File: config.mk
export PLATFORM = sky130hd
export DESIGN_NAME = hpspl_top
export DESIGN_NICKNAME = d
export VERILOG_FILES = /design/src/core/hpspl_pkg.sv /design/src/core/hpspl_sync.sv /design/src/core/hpspl_top.sv
export SDC_FILE = /design/constraint.sdc
export NUM_CORES = 1
export LEC_CHECK = 0
export ABC_AREA = 1
export BUFFER_PORTS_ARGS = -buffer_cell sky130_fd_sc_hd__buf_2
export CORE_MARGIN = 4
export CORE_UTILIZATION = 33
export DETAILED_ROUTE_END_ITERATION = 8
export GPL_TIMING_DRIVEN = 0
export HOLD_SLACK_MARGIN = 0.06
export SETUP_SLACK_MARGIN = 0.1
export SYNTH_ARGS = -nofsm -noshare
export SYNTH_HDL_FRONTEND = slang
export SYNTH_HIERARCHICAL = 1
export SYNTH_SLANG_ARGS = --single-unit
File: constraint.sdc
create_clock -name sys_clk -period 2.6 [get_ports sys_clk]
set_input_delay 0.26 -clock sys_clk [delete_from_list [all_inputs] [get_ports sys_clk]]
set_output_delay 0.26 -clock sys_clk [all_outputs]
set_load 0.01 [all_outputs]
File: src/core/hpspl_pkg.sv
// Package for the hub port strap and power logic
// Notes on behaviour
// - Pull-up only after upstream power detected
// - Sample disable straps at reset release
// - Port off only when both pins high
// - Port power enables drive active high
// - Suffix _n means asserted low
// - Latch config select at reset release
package hpspl_pkg;
    localparam int NUM_PORTS = 4;
    localparam logic [NUM_PORTS-1:0] PORTS_NONE = 4'h0;
    localparam logic [NUM_PORTS-1:0] PORTS_ALL  = 4'hF;
    localparam logic SYNC_IDLE = 1'b0;

    typedef enum {
        HPSPL_IN_RESET,
        HPSPL_SAMPLE,
        HPSPL_RUN
    } hpspl_state_t;

    typedef struct packed {
        logic [NUM_PORTS-1:0] plus;
        logic [NUM_PORTS-1:0] minus;
    } hpspl_pins_t;
endpackage

File: src/core/hpspl_sync.sv
// Two-flop synchroniser, one lane per bit
`timescale 1ns/100ps
`default_nettype none
module hpspl_sync
    import hpspl_pkg::*;
#(
    parameter int WIDTH = 1
) (
    input  wire logic             sys_clk,
    input  wire logic             rst,
    input  wire logic [WIDTH-1:0] asyncIn,
    output var  logic [WIDTH-1:0] syncOut
);
    logic [WIDTH-1:0] stage1_r;

    genvar i;
    generate
        for (i = 0; i < WIDTH; i++) begin : g_lane
            always_ff @(posedge sys_clk or posedge rst) begin
                if (rst) begin
                    stage1_r[i] <= SYNC_IDLE;
                    syncOut[i]  <= SYNC_IDLE;
                end else begin
                    stage1_r[i] <= asyncIn[i];
                    syncOut[i]  <= stage1_r[i];
                end
            end
        end
    endgenerate
endmodule
`default_nettype wire

File: src/core/hpspl_top.sv
// Upstream connect, port-disable straps and port power enables
`timescale 1ns/100ps
`default_nettype none
module hpspl_top
    import hpspl_pkg::*;
(
    input  wire logic                 sys_clk,
    input  wire logic                 rst,
    input  wire logic                 upstreamPowerDetect,
    input  wire logic                 strapEnable,
    input  wire logic                 configMethodSelect0,
    input  wire logic [NUM_PORTS-1:0] downstreamDataPlus,
    input  wire logic [NUM_PORTS-1:0] downstreamDataMinus,
    input  wire logic [NUM_PORTS-1:0] portPowerRequest,
    input  wire logic [NUM_PORTS-1:0] overCurrentSense_n,
    output logic                      upstreamPullupEnable,
    output logic [NUM_PORTS-1:0]      portPowerEnable,
    output logic [NUM_PORTS-1:0]      portDisabled,
    output logic [NUM_PORTS-1:0]      overCurrent,
    output logic                      configMethod,
    output logic                      strapValid
);
    localparam int SYNC_W = 2 * NUM_PORTS + NUM_PORTS + 2;

    hpspl_pins_t          pinsSync;
    logic [NUM_PORTS-1:0] ocSync;
    logic                 powerSync;
    logic                 cfgSync;
    logic [SYNC_W-1:0]    syncIn;
    logic [SYNC_W-1:0]    syncOut;

    hpspl_state_t         state_r;
    hpspl_state_t         state_nxt;
    logic [NUM_PORTS-1:0] portDisabled_nxt;
    logic [NUM_PORTS-1:0] overCurrent_nxt;
    logic [NUM_PORTS-1:0] bothHigh;
    logic                 sampleNow;

    // Pins come from outside the clock domain
    // Sense inverted first: sync reset level then means no fault
    assign syncIn = {downstreamDataPlus, downstreamDataMinus,
                     ~overCurrentSense_n, upstreamPowerDetect,
                     configMethodSelect0};

    hpspl_sync #(
        .WIDTH (SYNC_W)
    ) u_sync (
        .sys_clk (sys_clk),
        .rst     (rst),
        .asyncIn (syncIn),
        .syncOut (syncOut)
    );

    assign pinsSync  = syncOut[SYNC_W-1 -: 2*NUM_PORTS];
    assign ocSync    = syncOut[NUM_PORTS+1 -: NUM_PORTS];
    assign powerSync = syncOut[1];
    assign cfgSync   = syncOut[0];

    // Sync second stage holds pin levels only from the second edge
    assign sampleNow = (state_r == HPSPL_RUN) && !strapValid;

    // Disable needs both data pins tied high
    assign bothHigh = pinsSync.plus & pinsSync.minus;

    assign portDisabled_nxt = sampleNow
                            ? (strapEnable ? bothHigh : PORTS_NONE)
                            : portDisabled;

    // Over-current sense asserted at the low level
    assign overCurrent_nxt = ocSync;

    always_comb begin
        state_nxt = state_r;
        unique case (state_r)
            HPSPL_IN_RESET: state_nxt = HPSPL_SAMPLE;
            HPSPL_SAMPLE:   state_nxt = HPSPL_RUN;
            HPSPL_RUN:      state_nxt = HPSPL_RUN;
        endcase
    end

    // Sampling waits two edges so the synchronisers hold pin levels
    always_ff @(posedge sys_clk or posedge rst) begin
        if (rst) begin
            state_r <= HPSPL_IN_RESET;
        end else begin
            state_r <= state_nxt;
        end
    end

    always_ff @(posedge sys_clk or posedge rst) begin
        if (rst) begin
            portDisabled <= PORTS_NONE;
            strapValid   <= 1'b0;
            configMethod <= 1'b0;
        end else begin
            portDisabled <= portDisabled_nxt;
            strapValid   <= strapValid | sampleNow;
            if (sampleNow) begin
                configMethod <= cfgSync;
            end
        end
    end

    // Power and pull-up held off until straps are settled
    always_ff @(posedge sys_clk or posedge rst) begin
        if (rst) begin
            upstreamPullupEnable <= 1'b0;
            portPowerEnable      <= PORTS_NONE;
            overCurrent          <= PORTS_NONE;
        end else begin
            upstreamPullupEnable <= powerSync & strapValid;
            portPowerEnable      <= strapValid
                                  ? (portPowerRequest & ~portDisabled)
                                  : PORTS_NONE;
            overCurrent          <= overCurrent_nxt;
        end
    end
endmodule
`default_nettype wire

Yosys cells after proc, flatten, opt, wreduce, memory -nomap -nowiden:

Cells that the tools add are included.
W data, S select, Z words.

* register bits: 75
* bits of input ports: 21
* output and inout port bits: 15
* logic and storage cells: 51

* equal/unequal tests: 3
* multiplexer cells: 3
* bitwise logic cells: 6
* reduce and logical (&&, ||, !) cells: 4

Operators with widths (number)
* $pmux W32 S2: 1
* $eq A32 B1 Y1 const B: 1
* $eq A32 B2 Y1 const B: 1
* $eq A32 B3 Y1 const B: 1
* $logic_not A32 Y1: 1
* $and A4 B4 Y4: 2
* $mux W4: 2
* $not A4 Y4: 2
* $reduce_or A2 Y1: 1
* $and A1 B1 Y1: 1
* $logic_and A1 B1 Y1: 1
* $logic_not A1 Y1: 1
* $or A1 B1 Y1: 1

Longest topological paths before layout:

Gate-level depths: netlist (run 1).

* depth after elaboration: 3
* gate-level depth with buffers: 5
* gate-level depth less buffers: 5

Cells and area by module:

The synthesis (run 1) kept the hierarchy.

By module, submodules not included
* hpspl_sync: instances 1, cells each 29, area an instance 704.4 sq um, seq. area each 700.7 sq um
* hpspl_top: instances 1, cells each 53, area an instance 590.6 sq um, seq. area each 425.4 sq um

Worst setup path after synthesis (run 1):

No wires, ideal clock.

* path kind: reg2reg
* from: reg state_r[0]
* to: reg strapValid
* library setup time: 0.127 ns
* data arrival time: 0.831 ns
* data required time: 2.473 ns
* slack: 1.642 ns
* stages on the path, launching flop included: 4
* buffers on the path: 0
* period minus slack after synthesis: 0.958 ns
* cell sequence: dfrtp_1 -> inv_1 -> ha_1 -> or2_2

* word-level cells in the longest chain between the ends: 3

RTL lines
* from (decl): RTL line hpspl_top.sv:32 `hpspl_state_t state_r;`
* from (signal assigned): RTL line hpspl_top.sv:86 `state_r <= state_nxt;`
* $eq A32 B3 Y1: RTL line hpspl_top.sv:60 `assign sampleNow = (state_r == HPSPL_RUN) && !strapValid;`
* $logic_and A1 B1 Y1: RTL line hpspl_top.sv:60
* $or A1 B1 Y1: RTL line hpspl_top.sv:97 `strapValid <= strapValid | sampleNow;`
* to (signal assigned): RTL line hpspl_top.sv:97
* to (decl): RTL line hpspl_top.sv:21 `output logic strapValid`

No other way between the ends.
A chain may end at the register's enable or synchronous reset.

==> results.toml, run 1 <==
[status]
status = "finished, final reports clean"

[clock_network]
cts_htree_levels = 2
cts_setup_buffers = 0
clk_latency_ns = 0.28
clk_pin_slew_worst_paths_ns = 0.07
clock_path_buffers = 2
root_buffer = "clkbuf_8"
cts_tree = "built"
clock_sinks = 45
cts_resized = 0
cts_inserted_buffers = 5
cts_hold_buf = 1

[timing]
max-slew-margin-rel_pct = 36.3
drv_slew = 0
setup_viol = 0
min_period_over_period_pct = 51.3
finalSetupTns_ns = 0
skew_ns = 0.00780
worstMarginPinSlew_ns = 0.954
fin_ws_ns = 1.27
period_needed_ns = 1.33
final_hold_viol_count = 0
max_freq_ghz = 0.750
rsz0062_at_grt = "no"
hold_slack_ns = 0.0791

[worst_hold_path]
min_path_cells = 1
worst_hold_path_type = "primary input to flip-flop"

[setup_path]
cp_data_required_time_ns = 2.87
crit_fanout = 28
regToRegSetupSlack_ns = 1.58
crit_end = "u_sync/syncOut[12]$_DFF_PP0_"
startpoint = "rst"
crit_type = "primary input to async pin"
r2r_start = "state_r[0]$_DFF_PP0_"
crit_arrival_ns = 1.61
r2r_cells = 3
slowest_stage = "inv_1"
reg2reg_to = "strapValid$_DFF_PP0_"
cpPeakStageDelay_ns = 0.68
worstSetupStartpointType = "primary input"
crit_chain = "dlygate4sd3_1, buf_2, inv_1"
crit_path_end_kind = "async pin"

[drt]
drc = 0
viasPerCell = 3.80
firstDrtPassIters = 4
drt.antenna.violating_nets = 0
wl_per_cell_um = 10.1
drtIter0Drc = 23
vias = 676
totalWireLength_um = 1790

[finish]
final_area_mm2 = 0.00170
final_nets = 151
drive_gt1_share_pct = 34.6
diodes = 0
post-route-util_pct = 45.7
nFillCells = 332
area_delta_synth_final_pct = 31.0
fin_cells = 178

[grt]
grt_max_degree = 29
grt_usage_pct = 8.71
grt.overflow.total = 0
grt_pass1_vias = 696
grt_pass1_wl_um = 3150
antenna_found_initial = 0

[synth]
ys_seq_elements = 45
avgSynthCellArea_um2 = 15.8
synth_sequential_area_ratio_pct = 87.0
yosysUniqueCellTypes = 10
synthCells = 82
ys.warnings.count = 6
syn_area_mm2 = 0.00129
syn_nets = 104

[floorplan]
die_h_um = 70.6
die_area_mm2 = 0.00499
die_w_um = 70.6
core_area_mm2 = 0.00372
ios = 36
rows = 22
initial_core_util_pct = 34.8

[pwr]
p_leak_nw = 0.859
ir_worst_vdd_uv = 327
power.total_mw = 1.31
power_density_mw_per_mm2 = 774

[place]
finalWeightedCongestion = 0.729
dp_slack_ns = 1.43
port_buffers = 35
dp.cells = 165
placed_area_mm2 = 0.00153
dp_hpwl_um = 1340

[flow_run]
cap_violations = 0
[flip-flops by register name, indices dropped and copies added (netlist names)]
name	flops
portPowerEnable	4
state_r	2
strapValid	1
u_sync/stage1_r	14
portDisabled	4
u_sync/syncOut	14
overCurrent	4
configMethod	1
upstreamPullupEnable	1
[cell type report]
cell class	instances	area [um2]	share of cell area, %
Multi-Input combinational cell	27	131	7.74
Clock inverter	1	30.0	1.77
Tap cell	48	60.1	3.54
Clock buffer	7	86.3	5.09
Timing Repair Buffer	40	225	13.3
Sequential cell	45	1130	66.4
Inverter	10	37.5	2.21
[cell usage after synthesis]
master / instances / area share (%)
nand2_1: 11 / 3.2
nand3_1: 5 / 1.9
inv_1: 9 / 2.6
nand2_4: 1 / 0.87
o21ai_0: 4 / 1.5
dfrtp_1: 45 / 87
or2_2: 1 / 0.48
inv_2: 1 / 0.29
ha_1: 1 / 0.97
nor2_1: 4 / 1.2
[worst min path at each step]
stage	from	end
after floorplan	rst	configMethod$_DFFE_PP0P_
after global placement	u_sync/stage1_r[2]$_DFF_PP0_	u_sync/syncOut[2]$_DFF_PP0_
after detailed placement	u_sync/stage1_r[11]$_DFF_PP0_	u_sync/syncOut[11]$_DFF_PP0_
after CTS	downstreamDataMinus[3]	u_sync/stage1_r[9]$_DFF_PP0_
after global routing	downstreamDataMinus[1]	u_sync/stage1_r[7]$_DFF_PP0_
final	downstreamDataMinus[3]	u_sync/stage1_r[9]$_DFF_PP0_
[critical path, delay by kind of cell]
kind | cells | cell delay, ns
buffers and inverters | 3 | 1.33
[where the power goes]
| group | leakage [nW] | switching [mW] | internal [mW] |
|---|---|---|---|
| Clock | 0.0585 | 0.201 | 0.313 |
| Sequential | 0.529 | 0.00937 | 0.732 |
| Combinational | 0.271 | 0.0314 | 0.0269 |
| Total | 0.859 | 0.242 | 1.07 |
[cells in the final DEF (no fill, tap or decap)]
master,count
nor2_1,4
bufinv_16,1
clkbuf_8,6
or2_2,1
o21ai_0,4
clkbuf_1,1
inv_1,9
buf_2,35
nand3_1,5
dlygate4sd3_1,5
dfrtp_1,45
nand2_1,11
ha_1,1
inv_2,1
nand2_4,1
[cells by family after synthesis]
group	Yosys count	share of synthesized area, %
DFF	45	87.0
AOI/OAI and AO/OA	4	1.55
adders and majority gates	1	0.966
buffers and inverters	10	2.90
and+or+nand+nor	22	7.63
[per-layer routing]
layer  up-vias  GRT usage, %  share of wire (%)  wire (um)
met3         2          4.26                8.9        159
met5         -             0                  0          0
met2        27          13.6                 48        855
met4         0          7.52                2.3         41
li1        344             -                  -          -
met1       303          8.57                 41        735
(Power assumes the default switching activity.)
==> run 2: changes to the inputs <==
- clock period: 2.6 -> 1.4 ns (I/O delays scaled with it)
==> run 2 against run 1 <==
Effect of this change:
- flip-flop and latch count is the same
- non-clock buffer count grew 14
- worst hold slack gained 0.063 ns
- register-to-register slack lost 1.2 ns
- total power grew 88%
- count of clock-buffer cells in the layout is the same
- critical path depth shrank 2
- design area grew 8.5%
- first-iteration DRC count is the same
- sequential share of layout area shrank 5.2 points
==> results.toml, run 2 (same netlist as run 1, synthesis figures left out) <==
[clock_network]
cts_htree_levels = 2
cts_setup_buffers = 0
cts_inserted_buffers = 5
clk_pin_slew_worst_paths_ns = 0.07
clock_sinks = 45
clk_latency_ns = 0.28
clock_path_buffers = 2
cts_tree = "built"
root_buffer = "clkbuf_8"

[drt]
drtIter0Drc = 23
firstDrtPassIters = 4
wl_per_cell_um = 10.0
viasPerCell = 3.82
vias = 733
totalWireLength_um = 1930
drc = 0
drt.antenna.violating_nets = 0

[grt]
antenna_found_initial = 0
grt.overflow.total = 0
grt_max_degree = 29
grt_pass1_wl_um = 3330
grt_pass1_vias = 742
grt_usage_pct = 9.16

[finish]
area_delta_synth_final_pct = 42.1
diodes = 0
final_common_cell = "dfrtp_1"
largest_registers = "u_sync/stage1_r x14, u_sync/syncOut x14"
final_nets = 165
drive_gt1_share_pct = 31.9
mostFrequentLayoutCells = "dfrtp_1 (45), buf_2 (35), dlygate4sd3_1 (19), nand2_1 (11), inv_1 (8)"

[worst_hold_path]
worstHoldEndpoint = "portDisabled[1]$_DFFE_PP0P_"
worst_hold_path_type = "primary input to flip-flop"
min_path_cells = 3
holdCritStartpoint = "strapEnable"

[floorplan]
die_area_mm2 = 0.00499
rows = 22
initial_core_util_pct = 34.8
core_area_mm2 = 0.00372
die_w_um = 70.6
die_h_um = 70.6
ios = 36

[timing]
min_period_over_period_pct = 77.2
max_freq_ghz = 0.925
drv_slew = 0
finalSetupTns_ns = 0
skew_ns = 0.00716
period_needed_ns = 1.08
rsz0062_at_grt = "no"
max-slew-margin-rel_pct = 60.5
final_hold_viol_count = 0
setup_viol = 0
worstMarginPinSlew_ns = 0.592

[setup_path]
r2r_start = "state_r[0]$_DFF_PP0_"
reg2reg_to = "strapValid$_DFF_PP0_"
crit_family = "flip-flops"
r2r_cells = 3
crit_chain = "buf_2"
cp_data_required_time_ns = 1.26
critPathBufInv = 1
crit_fanout = 8
critical_path_depth = 1
cpPeakStageDelay_ns = 0.48
worstSetupStartpointType = "flip-flop"
slowest_stage = "dfrtp_1"
crit_arrival_ns = 0.94
crit_type = "flip-flop to primary output"
regToRegSetupSlack_ns = 0.38
crit_path_end_kind = "primary output"

[place]
finalWeightedCongestion = 0.729
dp_hpwl_um = 1340
port_buffers = 35

[pwr]
switching_power_mw = 0.454
p_leak_nw = 0.912
ir_worst_vdd_uv = 633
intPower_mw = 2.02
comb_power_share_pct = 5.7
seq_power_share_pct = 55.7
clkPwrFrac_pct = 38.6
power_density_mw_per_mm2 = 1340
power.total_mw = 2.47
p_sw_share_pct = 18.4

[flow_run]
cap_violations = 0

[status]
status = "finished, final reports clean"
-- run 2: metrics by stage --
stage | util, % | area (um2) | cells | hold WS (ns) | setup slack (ns)
2_1_floorplan | - | 1290 | 82 | 0.0661 | 0.442
3_3_place_gp | 41.2 | 1530 | 165 | 0.241 | 0.424
3_5_place_dp | 41.2 | 1530 | 165 | 0.247 | 0.351
4_1_cts | 49.4 | 1840 | 192 | 0.139 | 0.117
5_1_grt | 49.5 | 1840 | 192 | 0.159 | 0.255
6_report | 49.5 | 1840 | 192 | 0.142 | 0.319
-- run 2: cell type report --
class | count | area, um2
sequential | 45 | 1130
timing repair buffer | 54 | 365
clock buffer | 7 | 86.3
clock inverter | 1 | 30.0
tap | 48 | 60.1
multi-input combinational | 27 | 131
inverter | 10 | 41.3
fill | 318 | 1880
-- run 2: how the worst max path moves through the flow --
stage | from | slack (ns) | endpoint
global route | strapValid$_DFF_PP0_ | 0.25 | strapValid
CTS | rst | 0.12 | u_sync/stage1_r[7]$_DFF_PP0_
floorplan | state_r[0]$_DFF_PP0_ | 0.44 | strapValid$_DFF_PP0_
detailed placement | rst | 0.35 | u_sync/syncOut[1]$_DFF_PP0_
finish | strapValid$_DFF_PP0_ | 0.32 | strapValid
global placement | rst | 0.42 | u_sync/syncOut[0]$_DFF_PP0_
-- run 2: timing repair --
action                     CTS  global route
setup endpoints to repair    0            28
gates resized for setup      0             1
hold buffers                19             0
hold endpoints to repair    35             0
-- run 2: power groups by stage --
stage / combinational, mW / clock [mW] / sequential [mW]
floorplan: 0.0334 / 0 / 1.41
global placement: 0.0991 / 0 / 1.40
detailed placement: 0.102 / 0 / 1.40
CTS: 0.142 / 0.993 / 1.38
global route: 0.160 / 1.05 / 1.38
finish: 0.140 / 0.954 / 1.38
-- run 2: metal layers --
layer / track usage, % / up-vias / routed length [um]
met5: 0 / - / 0
met2: 15.0 / 27 / 949
met1: 8.94 / 332 / 770
met4: 7.52 / 0 / 41
li1: - / 372 / -
met3: 3.98 / 2 / 163
